--- src/logic/mors_pkg.sv ---
package mors_pkg;

    ////////////////////////////////////////////////////////////////////////////
    // Data and bus widths
    localparam int DATA_W = 32;   // Read data width of each port
    localparam int ADDR_W = 12;   // APB address width decoded
    localparam int LAT_W = 2;     // Width of a latency figure

    ////////////////////////////////////////////////////////////////////////////
    // Register byte offsets
    localparam logic [11:0] CFG_OFFSET = 12'h000;    // Port option register
    localparam logic [11:0] STATUS_OFFSET = 12'h004; // Effective setup and latency

    ////////////////////////////////////////////////////////////////////////////
    // Field layout of the option register, one byte per port
    localparam int PORT_A_LSB = 0;  // Port A option byte
    localparam int PORT_B_LSB = 8;  // Port B option byte
    localparam int OPT_W = 5;       // Option bits used per port
    localparam logic [4:0] CFG_RESET = 5'h00; // All options off after reset

    // Field layout of the status register, one byte per port
    localparam int ST_LAT_LSB = 0;      // Latency in cycles within the byte
    localparam int ST_LATCH_CLR = 2;    // Latch reset really in force
    localparam int ST_A_LSB = 0;        // Port A status byte
    localparam int ST_B_LSB = 8;        // Port B status byte

    ////////////////////////////////////////////////////////////////////////////
    // Option bits of one port, high bit first
    typedef struct packed {
        logic prio_reset;  // 1: reset wins over enable, 0: enable gates reset
        logic latch_clr;   // Requested read latch clear on reset
        logic rst_use;     // Port reset input in use
        logic core_reg;    // Register at the outer output
        logic prim_reg;    // Register at the primitive output
    } mors_opt_t;

    // Inputs of one read port from user logic and the array
    typedef struct packed {
        logic en;                   // Memory enable, loads the read latch
        logic regce;                // Clock enable of output registers
        logic rst;                  // Synchronous port reset
        logic [DATA_W-1:0] mem_data; // Array word addressed this cycle
    } mors_port_in_t;

    // Pipeline state of one read port
    typedef struct packed {
        logic [DATA_W-1:0] latch;  // Read latch
        logic [DATA_W-1:0] prim;   // Primitive output register
        logic [DATA_W-1:0] core;   // Core output register
    } mors_port_st_t;

    // Whole state of the block
    typedef struct packed {
        mors_opt_t opt_a;          // Port A options
        mors_opt_t opt_b;          // Port B options
        mors_port_st_t pa;         // Port A pipeline
        mors_port_st_t pb;         // Port B pipeline
        logic [31:0] prdata;       // Read data held for the access phase
        logic pslverr;             // Error held for the access phase
    } mors_state_t;

endpackage

--- src/logic/mors_top.sv ---
`timescale 1ns/1ps
module mors_top #(
    parameter logic [mors_pkg::DATA_W-1:0] INIT_A = 32'h0000_0000, // Port A reset value
    parameter logic [mors_pkg::DATA_W-1:0] INIT_B = 32'h0000_0000  // Port B reset value
) (
    input wire logic pclk,
    input wire logic presetn,
    input wire logic [mors_pkg::ADDR_W-1:0] paddr,
    input wire logic psel,
    input wire logic penable,
    input wire logic pwrite,
    input wire logic [31:0] pwdata,
    input wire logic [3:0] pstrb,
    output logic [31:0] prdata,
    output logic pready,
    output logic pslverr,
    input wire mors_pkg::mors_port_in_t port_a_in,
    input wire mors_pkg::mors_port_in_t port_b_in,
    output logic [mors_pkg::DATA_W-1:0] dout_a,
    output logic [mors_pkg::DATA_W-1:0] dout_b
);

    ////////////////////////////////////////////////////////////////////////////
    // Helper functions, each used for both ports

    // Latch clear is only offered with primitive register, no core, reset in use
    function automatic logic latch_clr_ok(input mors_pkg::mors_opt_t o);
        latch_clr_ok = o.latch_clr & o.prim_reg & ~o.core_reg & o.rst_use;
    endfunction

    // Read latency: one latch cycle plus one per chosen stage
    function automatic logic [mors_pkg::LAT_W-1:0] port_latency(input mors_pkg::mors_opt_t o);
        port_latency = 2'h1 + {1'b0, o.prim_reg} + {1'b0, o.core_reg};
    endfunction

    // Output mux: outermost chosen stage drives the port
    function automatic logic [mors_pkg::DATA_W-1:0] port_out(
        input mors_pkg::mors_opt_t o,
        input mors_pkg::mors_port_st_t s
    );
        if (o.core_reg) begin
            port_out = s.core;
        end else if (o.prim_reg) begin
            port_out = s.prim;
        end else begin
            port_out = s.latch;
        end
    endfunction

    // Next pipeline state of one port
    function automatic mors_pkg::mors_port_st_t port_step(
        input mors_pkg::mors_opt_t o,
        input mors_pkg::mors_port_in_t i,
        input mors_pkg::mors_port_st_t s,
        input logic [mors_pkg::DATA_W-1:0] init
    );
        logic output_register_clear;
        logic read_latch_clear;
        logic no_regs;
        output_register_clear = 1'b0;
        read_latch_clear = 1'b0;
        no_regs = ~o.prim_reg & ~o.core_reg;
        port_step = s;
        // Output registers: reset gated by regce unless reset has priority
        output_register_clear = o.rst_use & i.rst & (o.prio_reset | i.regce);
        // Latch: cleared only when no registers exist or the clear option is live
        read_latch_clear = o.rst_use & i.rst & (o.prio_reset | i.en)
            & (no_regs | latch_clr_ok(o));
        // Read latch loads on the memory enable
        if (read_latch_clear) begin
            port_step.latch = init;
        end else if (i.en) begin
            port_step.latch = i.mem_data;
        end
        // Primitive register follows the latch
        if (!o.prim_reg) begin
            port_step.prim = s.prim;
        end else if (output_register_clear) begin
            port_step.prim = init;
        end else if (i.regce) begin
            port_step.prim = s.latch;
        end
        // Core register follows primitive register or, without it, the latch
        if (!o.core_reg) begin
            port_step.core = s.core;
        end else if (output_register_clear) begin
            port_step.core = init;
        end else if (i.regce) begin
            port_step.core = o.prim_reg ? s.prim : s.latch;
        end
    endfunction

    // Status byte of one port
    function automatic logic [7:0] port_status(input mors_pkg::mors_opt_t o);
        port_status = 8'h00;
        port_status[mors_pkg::ST_LAT_LSB +: mors_pkg::LAT_W] = port_latency(o);
        port_status[mors_pkg::ST_LATCH_CLR] = latch_clr_ok(o);
    endfunction

    ////////////////////////////////////////////////////////////////////////////
    // State

    mors_pkg::mors_state_t st_r;   // Registered state
    mors_pkg::mors_state_t st_nxt; // Next state
    logic [31:0] cfg_word;         // Option register as read back
    logic [31:0] cfg_wr;           // Option register after byte-lane merge
    logic [31:0] status_word;      // Status register value
    logic setup;                   // APB setup cycle
    logic wr_access;               // APB write access phase
    logic hit_cfg;                 // Address decodes to the option register
    logic hit_status;              // Address decodes to the status register

    ////////////////////////////////////////////////////////////////////////////
    // Next-state logic: APB slave and both read pipelines
    always_comb begin
        st_nxt = st_r;
        cfg_word = 32'h0000_0000;
        cfg_word[mors_pkg::PORT_A_LSB +: mors_pkg::OPT_W] = st_r.opt_a;
        cfg_word[mors_pkg::PORT_B_LSB +: mors_pkg::OPT_W] = st_r.opt_b;
        status_word = 32'h0000_0000;
        status_word[mors_pkg::ST_A_LSB +: 8] = port_status(st_r.opt_a);
        status_word[mors_pkg::ST_B_LSB +: 8] = port_status(st_r.opt_b);
        setup = psel & ~penable;
        wr_access = psel & penable & pwrite;
        hit_cfg = (paddr == mors_pkg::CFG_OFFSET);
        hit_status = (paddr == mors_pkg::STATUS_OFFSET);
        // Byte lanes merged into the current option word
        for (int b = 0; b < 4; b++) begin
            cfg_wr[b*8 +: 8] = pstrb[b] ? pwdata[b*8 +: 8] : cfg_word[b*8 +: 8];
        end
        // Read data and error captured in setup so access can finish at once
        if (setup) begin
            st_nxt.pslverr = ~(hit_cfg | hit_status) | (pwrite & hit_status);
            if (!pwrite && hit_cfg) begin
                st_nxt.prdata = cfg_word;
            end else if (!pwrite && hit_status) begin
                st_nxt.prdata = status_word;
            end else begin
                st_nxt.prdata = 32'h0000_0000;
            end
        end
        // Option write takes effect at the end of the access phase
        if (wr_access && hit_cfg) begin
            st_nxt.opt_a = cfg_wr[mors_pkg::PORT_A_LSB +: mors_pkg::OPT_W];
            st_nxt.opt_b = cfg_wr[mors_pkg::PORT_B_LSB +: mors_pkg::OPT_W];
        end
        // Each port runs on its own options
        st_nxt.pa = port_step(st_r.opt_a, port_a_in, st_r.pa, INIT_A);
        st_nxt.pb = port_step(st_r.opt_b, port_b_in, st_r.pb, INIT_B);
    end

    ////////////////////////////////////////////////////////////////////////////
    // State register; data words restart at the port reset values
    always_ff @(posedge pclk or negedge presetn) begin
        if (!presetn) begin
            st_r.opt_a <= mors_pkg::CFG_RESET;
            st_r.opt_b <= mors_pkg::CFG_RESET;
            st_r.pa <= {3{INIT_A}};
            st_r.pb <= {3{INIT_B}};
            st_r.prdata <= 32'h0000_0000;
            st_r.pslverr <= 1'b0;
        end else begin
            st_r <= st_nxt;
        end
    end

    ////////////////////////////////////////////////////////////////////////////
    // Outputs; the slave never waits, so pready is tied high
    assign pready = 1'b1;
    assign prdata = st_r.prdata;
    assign pslverr = st_r.pslverr & psel & penable;
    assign dout_a = port_out(st_r.opt_a, st_r.pa);
    assign dout_b = port_out(st_r.opt_b, st_r.pb);

endmodule

--- config.mk ---
export PLATFORM = sky130hd
export DESIGN_NAME = mors_top
export DESIGN_NICKNAME = d
export VERILOG_FILES = /design/src/logic/mors_pkg.sv /design/src/logic/mors_top.sv
export SDC_FILE = /design/constraint.sdc
export NUM_CORES = 1
export LEC_CHECK = 0
export ABC_CLOCK_PERIOD_IN_PS = 2400
export BUFFER_PORTS_ARGS = -buffer_cell sky130_fd_sc_hd__buf_2
export CELL_PAD_IN_SITES_DETAIL_PLACEMENT = 1
export CELL_PAD_IN_SITES_GLOBAL_PLACEMENT = 2
export CORE_MARGIN = 2
export CORE_UTILIZATION = 34
export DETAILED_ROUTE_END_ITERATION = 12
export PLACE_DENSITY = 0.9
export SETUP_SLACK_MARGIN = 0.02
export SYNTH_ARGS = -nofsm -noshare
export SYNTH_HDL_FRONTEND = slang
export SYNTH_SLANG_ARGS = --single-unit
--- constraint.sdc ---
create_clock -name pclk -period 2.4 [get_ports pclk]
set_clock_uncertainty 0.1 [all_clocks]
set_input_delay 0.48 -clock pclk [delete_from_list [all_inputs] [get_ports pclk]]
set_output_delay 0.48 -clock pclk [all_outputs]
set_load 0.1 [all_outputs]
After elaboration in Yosys (flattened, before gate mapping)
Cells that the tools add are included.

Bits in registers: 235. Output and inout port bits: 98.

Add/sub/neg operators: 4. Eq/ne operators: 1. Multiplexer cells: 18. Bitwise logic cells: 36. Reductions and logical operators: 15.

Operator list (count): $mux W32 (16); $and A1 B1 Y1 (22); $mux W13 (1); $eq A12 B3 Y1 const B (1); $logic_not A12 Y1 (1); $reduce_and A2 Y1 (6); $mux W11 (1); $or A1 B1 Y1 (8); $reduce_bool A2 Y1 (4); $not A1 Y1 (6); $add A1 B1 Y2 const A (2); $add A2 B1 Y2 (2); $logic_and A1 B1 Y1 (3); $logic_not A1 Y1 (1).

Longest topological paths before layout
Gate-level depths: netlist of run 1.

Depth in word-level cells: 6. Mapped depth: 10.

Worst setup path after synthesis of run 1
OpenSTA, ideal clock, no wires.

Path kind: reg2out. Start point: reg st_r, in the netlist cfg_word[0]. End point: out dout_a[10] (netlist bit). Arrival time: 1.688 ns. Required time: 1.820 ns. Slack: 0.132 ns. Cell stages (with the launch flop): 5. Path buffers: 2. Cells stage by stage: dfrtp_1 buf_2 buf_1 mux2_2 mux2_2.

Word-level cells in the longest chain between the ends: 2.

Ends and longest elaborated chain: start: declaration (line mors_top.sv:103) `mors_pkg::mors_state_t st_r;`; start signal: assignment (line mors_top.sv:163) `st_r <= st_nxt;`; $mux W32 (line mors_top.sv:43) `end else if (o.prim_reg) begin`; $mux W32 (line mors_top.sv:41) `if (o.core_reg) begin`; end: declaration (line mors_top.sv:19) `output logic [mors_pkg::DATA_W-1:0] dout_a,`.

Every way passes these cells.

Final worst setup path of run 1
Start point: reg st_r, in the netlist cfg_word[8]. End point: out dout_b[14] (netlist bit).

Word-level cells in the longest chain between the ends: 2.

Ends and longest elaborated chain: $mux W32 (line mors_top.sv:43); $mux W32 (line mors_top.sv:41); end: declaration (line mors_top.sv:20) `output logic [mors_pkg::DATA_W-1:0] dout_b`.

Every way passes these cells.

==> impl_results.md, run 1 <==
- Final setup vio count: 64
- Total CTS buffers: 25
- R2r setup slk: 160 ps
- Worst path bufs/invs: 3
- Tcrit/Tclk final: 1.10
- Fmax: 378 MHz
- Fin crit period: 2650 ps
- Fin worst setup slack: -247 ps
- Die X: 176 um
- Port Buffers: 173
- Core Footprint: 28900 um2
- Leakage: 6.84 nW
- Seq. cell area: 5330 um2
- Kind of end point of the critical path: primary output
- Most common cell after layout, fill and taps aside: nand2_1
- Detailed-route wire length: 31.2 mm
- Syn_area_per_cell: 10.4 um2
- Number of cell rows: 62
- DR iter-0 viols: 378
- Clock latency on the worst-skew pair: 520 ps
- First-pass GRT wire length: 48.5 mm
- Largest net degree at the start of global routing: 78
- Startpoint types: register
- Outcome: complete, but fails checks
- Final nets: 1255
- Yosys synthesis warning count: 0
- Violations in the final reports: setup timing
- EDFF count, synth: 0
- Multi-input combinational cell area: 4700 um2
- PwrDens: 721 nW/um2
- Post-Route M1 WL: 13.5 mm
- Worst hold margin: 72.6 ps
- DR top layer: met4
- Initial antenna violation count: 2
- Slew HR: 0.550
- Post-DR vias/cell: 5.12
- Critical path fanouts, max: 8
- Mapped Cells: 963
- Crit path max-delay family: multiplexers
- # DRC: 0
- Synth Flop Type: dfrtp_1
- Initial Util: 0.347
- Layout Utilization: 0.475
- CP arrival: 2070 ps
- Router iterations before antenna repair: 4
- RSZ-0062 raised after global routing: yes
- Number of global-route vias before repair: 8614
- Netlist cell types: 31
- P&R area growth vs syn: 36.9%
- Gpl congestion: 0.712
- Final Hold Viols: 0
- Req. time, crit path: 1820 ps
- Slew Viols, Final: 0
- # Max-Cap Violations: 0
- Clk slew on worst S/H paths: 60 ps
- Post-synthesis async set-or-reset flop share: 1.00
- WL per Instance: 20.3 um
- Synth Cell Area: 10000 um2
- IO Pins: 221
- WL met3: 1.33 mm
- Hold crit path type: in2reg
- Total track usage: 0.195
- Critical path class: reg2out
- Crit path largest cell delay: 440 ps
- GRT overflow: 0
- CTS tree: done
- Synthesized flop and latch total: 213
- Die H: 176 um
- Fillers: 3119
- CP max stage cell: dfrtp_2
- Post-route ant nets: 0
- Clock root cell: clkbuf_16
- Die area: 30800 um2
- IR drop worst, VDD: 0.430 mV
- DR WL met2: 15.8 mm
- Register area share after synthesis: 0.533
- DR vias: 7848
- Most frequent cells in the layout: nand2_1, dfrtp_1, o21ai_0
- Clock sink total: 213
- Worst slew pin tran: 673 ps
- Clock Path Buffers: 3
- Worst path cell trace: buf_12 -> buf_16 -> mux2_4 -> mux2_4 -> buf_12
- Detailed placement HPWL: 16.9 mm
- Share of layout cells above drive strength 1: 0.358
- CTS H-tree depth: 1
synthesized netlist by cell type, types with 4 or more instances:
| cell | instances | area (um2) |
|---|---|---|
| buf_1 | 7 | 26.3 |
| nand2_1 | 261 | 980 |
| nor2_1 | 4 | 15.0 |
| a21oi_1 | 8 | 40.0 |
| a22o_1 | 72 | 631 |
| clkbuf_1 | 57 | 214 |
| o21ai_1 | 4 | 20.0 |
| ha_1 | 4 | 50.1 |
| dfrtp_1 | 213 | 5330 |
| inv_1 | 4 | 15.0 |
| buf_4 | 33 | 248 |
| mux2_2 | 138 | 1550 |
| o21ai_0 | 129 | 646 |
through the flow:
stage	total power, mW	worst slack, ps	TNS [ps]	std cells	cell area, um2
floorplan	5.13	132	0	984	10100
global placement	5.46	140	0	1461	11300
detailed placement	5.49	133	0	1461	11300
CTS	9.89	-279	-15260	1524	13500
global route	10.2	-299	-16510	1533	13700
finish	9.88	-247	-13050	1533	13700
timing repair:
item,in CTS,in global routing
cloned,6,2
buffers inserted,10,7
pin swaps,29,2
hold buffers,1,0
hold endpoints to repair,44,0
setup endpoints to repair,64,128
resized for setup,298,37
final timing paths:
path                               start          to  cells past startpoint
max in group asynchronous        presetn    st_r[79]                      3
min in group asynchronous        presetn   st_r[207]                      2
max reg2reg                  cfg_word[0]   st_r[211]                      8
min                        port_a_in[11]   st_r[204]                      2
max                          cfg_word[8]  dout_b[14]                      5
min reg2reg                    st_r[183]   st_r[183]                      2
metal layers:
metal,vias to the layer above,global-route usage
met5,-,0
met4,0,0.0472
met3,29,0.0264
met2,178,0.339
met1,4045,0.257
li1,3596,-
area by class of cell:
| type | instances | share of cell area |
|---|---|---|
| Sequential cell | 213 | 0.389 |
| Multi-Input combinational cell | 668 | 0.343 |
| Timing Repair Buffer | 214 | 0.168 |
| Clock buffer | 35 | 0.0506 |
| Tap cell | 384 | 0.0351 |
| Clock inverter | 11 | 0.0118 |
| Inverter | 6 | 0.00164 |
| Antenna cell | 2 | 0.000365 |
sequential cells by signal (all words and copies together) (netlist names):
name      count
cfg_word     10
prdata       10
st_r        193
worst register-to-register path, delay by kind of cell (launching register included):
kind / cells / cell delay, ps
AO/OA/AOI/OAI: 2 / 730
adder cells (fa/ha/maj): 1 / 140
buffers and inverters: 4 / 600
flip-flops: 1 / 480
AND/OR/NAND/NOR: 1 / 80
cells by family (layout without fill, tap and decap cells):
| group | count (synthesis) | count (layout) | synth area share |
|---|---|---|---|
| simple gates | 281 | 281 | 0.114 |
| compound gates | 220 | 222 | 0.140 |
| flops | 213 | 213 | 0.533 |
| mux | 138 | 138 | 0.155 |
| buf+inv | 105 | 266 | 0.0520 |
| fa+ha+maj | 4 | 4 | 0.00500 |
| other cells | 2 | 25 | 0.000751 |
power by group:
group / total, mW / internal, mW / switching, mW
Sequential: 3.79 / 3.70 / 0.0932
Combinational: 2.09 / 0.746 / 1.34
Clock: 4.00 / 2.44 / 1.56
Total: 9.88 / 6.89 / 2.99
No activity file was read; power rests on OpenSTA's default activity.
==> run 2, diff against run 1 <==
Settings changed: BUFFER_PORTS_ARGS -buffer_cell sky130_fd_sc_hd__buf_2 to unset, CORE_UTILIZATION 34 to 40, DONT_BUFFER_PORTS set to 1, SETUP_SLACK_MARGIN 0.02 to unset.
==> run 2 against run 1 <==
The flow finishes with violations (hold timing, setup timing). First-iteration DRC count increased by 34%. Register-to-register slack got worse by 30 ps. Combinational power about the same. Final cell count decreased by 6.1%. Die area decreased by 15%. Via count increased by 0.52%. Sequential power about the same. Core utilization increased by 9.7 points. Clock power decreased by 2%. Wire length increased by 4.2%. Worst hold slack got worse by 520 ps. Sequential share of layout area decreased by 0.83 points. Critical path type unchanged.
==> impl_results.md, run 2 (synthesis results as in run 1) <==
- IR drop worst, VDD: 0.578 mV
- Worst path cell trace: buf_12 -> clkbuf_16 -> mux2_2 -> mux2_4 -> buf_12
- Initial antenna violation count: 0
- Pint: 6.86 mW
- Startpoint types: register
- Leakage: 6.84 nW
- Net Sw Power: 2.92 mW
- # Max-Cap Violations: 0
- CTS tree: done
- Worst hold margin: -449 ps
- PwrDens: 699 nW/um2
- Fin area: 14000 um2
- Placed cell area: 11700 um2
- Fin crit period: 2650 ps
- IO Pins: 221
- Tcrit/Tclk final: 1.10
- Router iterations before antenna repair: 4
- Sw Share: 0.299
- Number of cell rows: 57
- Violations in the final reports: hold timing, setup timing
- CP arrival: 2070 ps
- # diodes: 0
- Req. time, crit path: 1820 ps
- Reg with most FFs: st_r
- Hold crit path type: in2async
- CP max stage cell: dfrtp_2
- First-pass GRT wire length: 47.3 mm
- Post-DR vias/cell: 5.48
- Detailed placement HPWL: 16.4 mm
- Core Footprint: 24500 um2
- Clk slew on worst S/H paths: 60 ps
- Critical path fanouts, max: 7
- DR vias: 7889
- Total CTS buffers: 26
- Fillers: 2461
- Final std cells w/o fill: 1439
- Fmax: 378 MHz
- Post-route ant nets: 0
- Gpl congestion: 0.745
- Slew Viols, Final: 0
- Most frequent cells in the layout: nand2_1, dfrtp_1, o21ai_0
- Clock network fraction of design power: 0.401
- GRT overflow: 0
- Die H: 162 um
- WL per Instance: 22.6 um
- Largest net degree at the start of global routing: 214
- Clock latency on the worst-skew pair: 530 ps
- Final setup vio count: 64
- Clock sink total: 213
- Slew HR: 0.376
- Detailed-route wire length: 32.5 mm
- Worst slew pin tran: 936 ps
- Total track usage: 0.223
- Die area: 26300 um2
- Kind of end point of the critical path: primary output
- Most common cell after layout, fill and taps aside: nand2_1
- Comb pwr share: 0.211
- Share of layout cells above drive strength 1: 0.279
- CTS H-tree depth: 1
- Outcome: complete, but fails checks
- Clock Path Buffers: 3
- Final nets: 1225
- P&R area growth vs syn: 39.9%
- # placed instances: 1299
- Critical path class: reg2out
- Final Hold Viols: 213
- Fin worst setup slack: -248 ps
- # DRC: 0
- Most Frequent Cell on Critical Path: buf_12
- RSZ-0062 raised after global routing: yes
- Max reg flops: 193
- Sequential power share: 0.388
- Number of global-route vias before repair: 8514
- DR iter-0 viols: 505
- Die X: 162 um
- R2r setup slk: 130 ps
- Port Buffers: 0
- Crit path largest cell delay: 410 ps
- Clock root cell: clkbuf_16
- Initial Util: 0.409
[run 2: cell count changes in the layout (fill, tap and decap cells not counted), moves of 4 or more]
cell           before  now
buf_6              15    2
mux2_4             94  104
mux2_2             44   34
dlygate4sd3_1       1   70
buf_12             63   76
clkbuf_8            3    7
buf_2             108    0
clkbuf_16          25   33
buf_4              19   27
[run 2: worst max-delay path, delay by kind of cell (launching register included)]
| family | cells | cell delay [ps] |
|---|---|---|
| buffers and inverters | 3 | 480 |
| muxes | 2 | 640 |
| DFF | 1 | 410 |
[run 2: through the flow]
step	setup TNS [ps]	power, mW	util	setup WS, ps
2_1_floorplan	0	5.13	-	132
3_3_place_gp	0	5.64	0.477	147
3_5_place_dp	0	5.68	0.477	80.6
4_1_cts	-14430	9.71	0.546	-280
5_1_grt	-16250	10.1	0.572	-290
6_report	-13630	9.78	0.572	-248
[run 2: final cells by class]
type	count	area [um2]	share of cell area
clock buffer	40	795	0.0568
clock inverter	5	53.8	0.00384
multi-input combinational	668	4740	0.338
tap	324	405	0.0290
sequential	213	5330	0.381
timing repair buffer	183	2650	0.189
inverter	6	22.5	0.00161
[run 2: path summary, 6_finish.rpt]
check / start / end / depth (start not counted)
max: cfg_word[0] / dout_a[8] / 5
min: presetn / st_r[206] / 0
max reg2reg: cfg_word[0] / st_r[200] / 9
min reg2reg: st_r[164] / st_r[164] / 2
max in group asynchronous: presetn / cfg_word[8] / 0
min in group pclk: pwdata[12] / cfg_word[12] / 1
[run 2: layer usage]
layer	GRT usage	routed length [um]
met5	0	0
met4	0.0611	818
met1	0.283	13500
met2	0.397	16600
met3	0.0355	1490
[run 2: power groups by stage]
stage	Combinational [mW]	Sequential (mW)	Clock, mW
after floorplan	1.31	3.82	0
after global placement	1.80	3.84	0
after detailed placement	1.83	3.85	0
after CTS	1.95	3.79	3.98
after global routing	2.13	3.81	4.15
final	2.06	3.80	3.92
[run 2: timing repair]
action                                  CTS  global route
hold buffers                             69             1
gates resized for setup                  17            99
buffers inserted                          6            11
pin swaps                                 0             2
gates cloned                              1             8
endpoints found under the setup margin   64            98
hold endpoints to repair                282           214
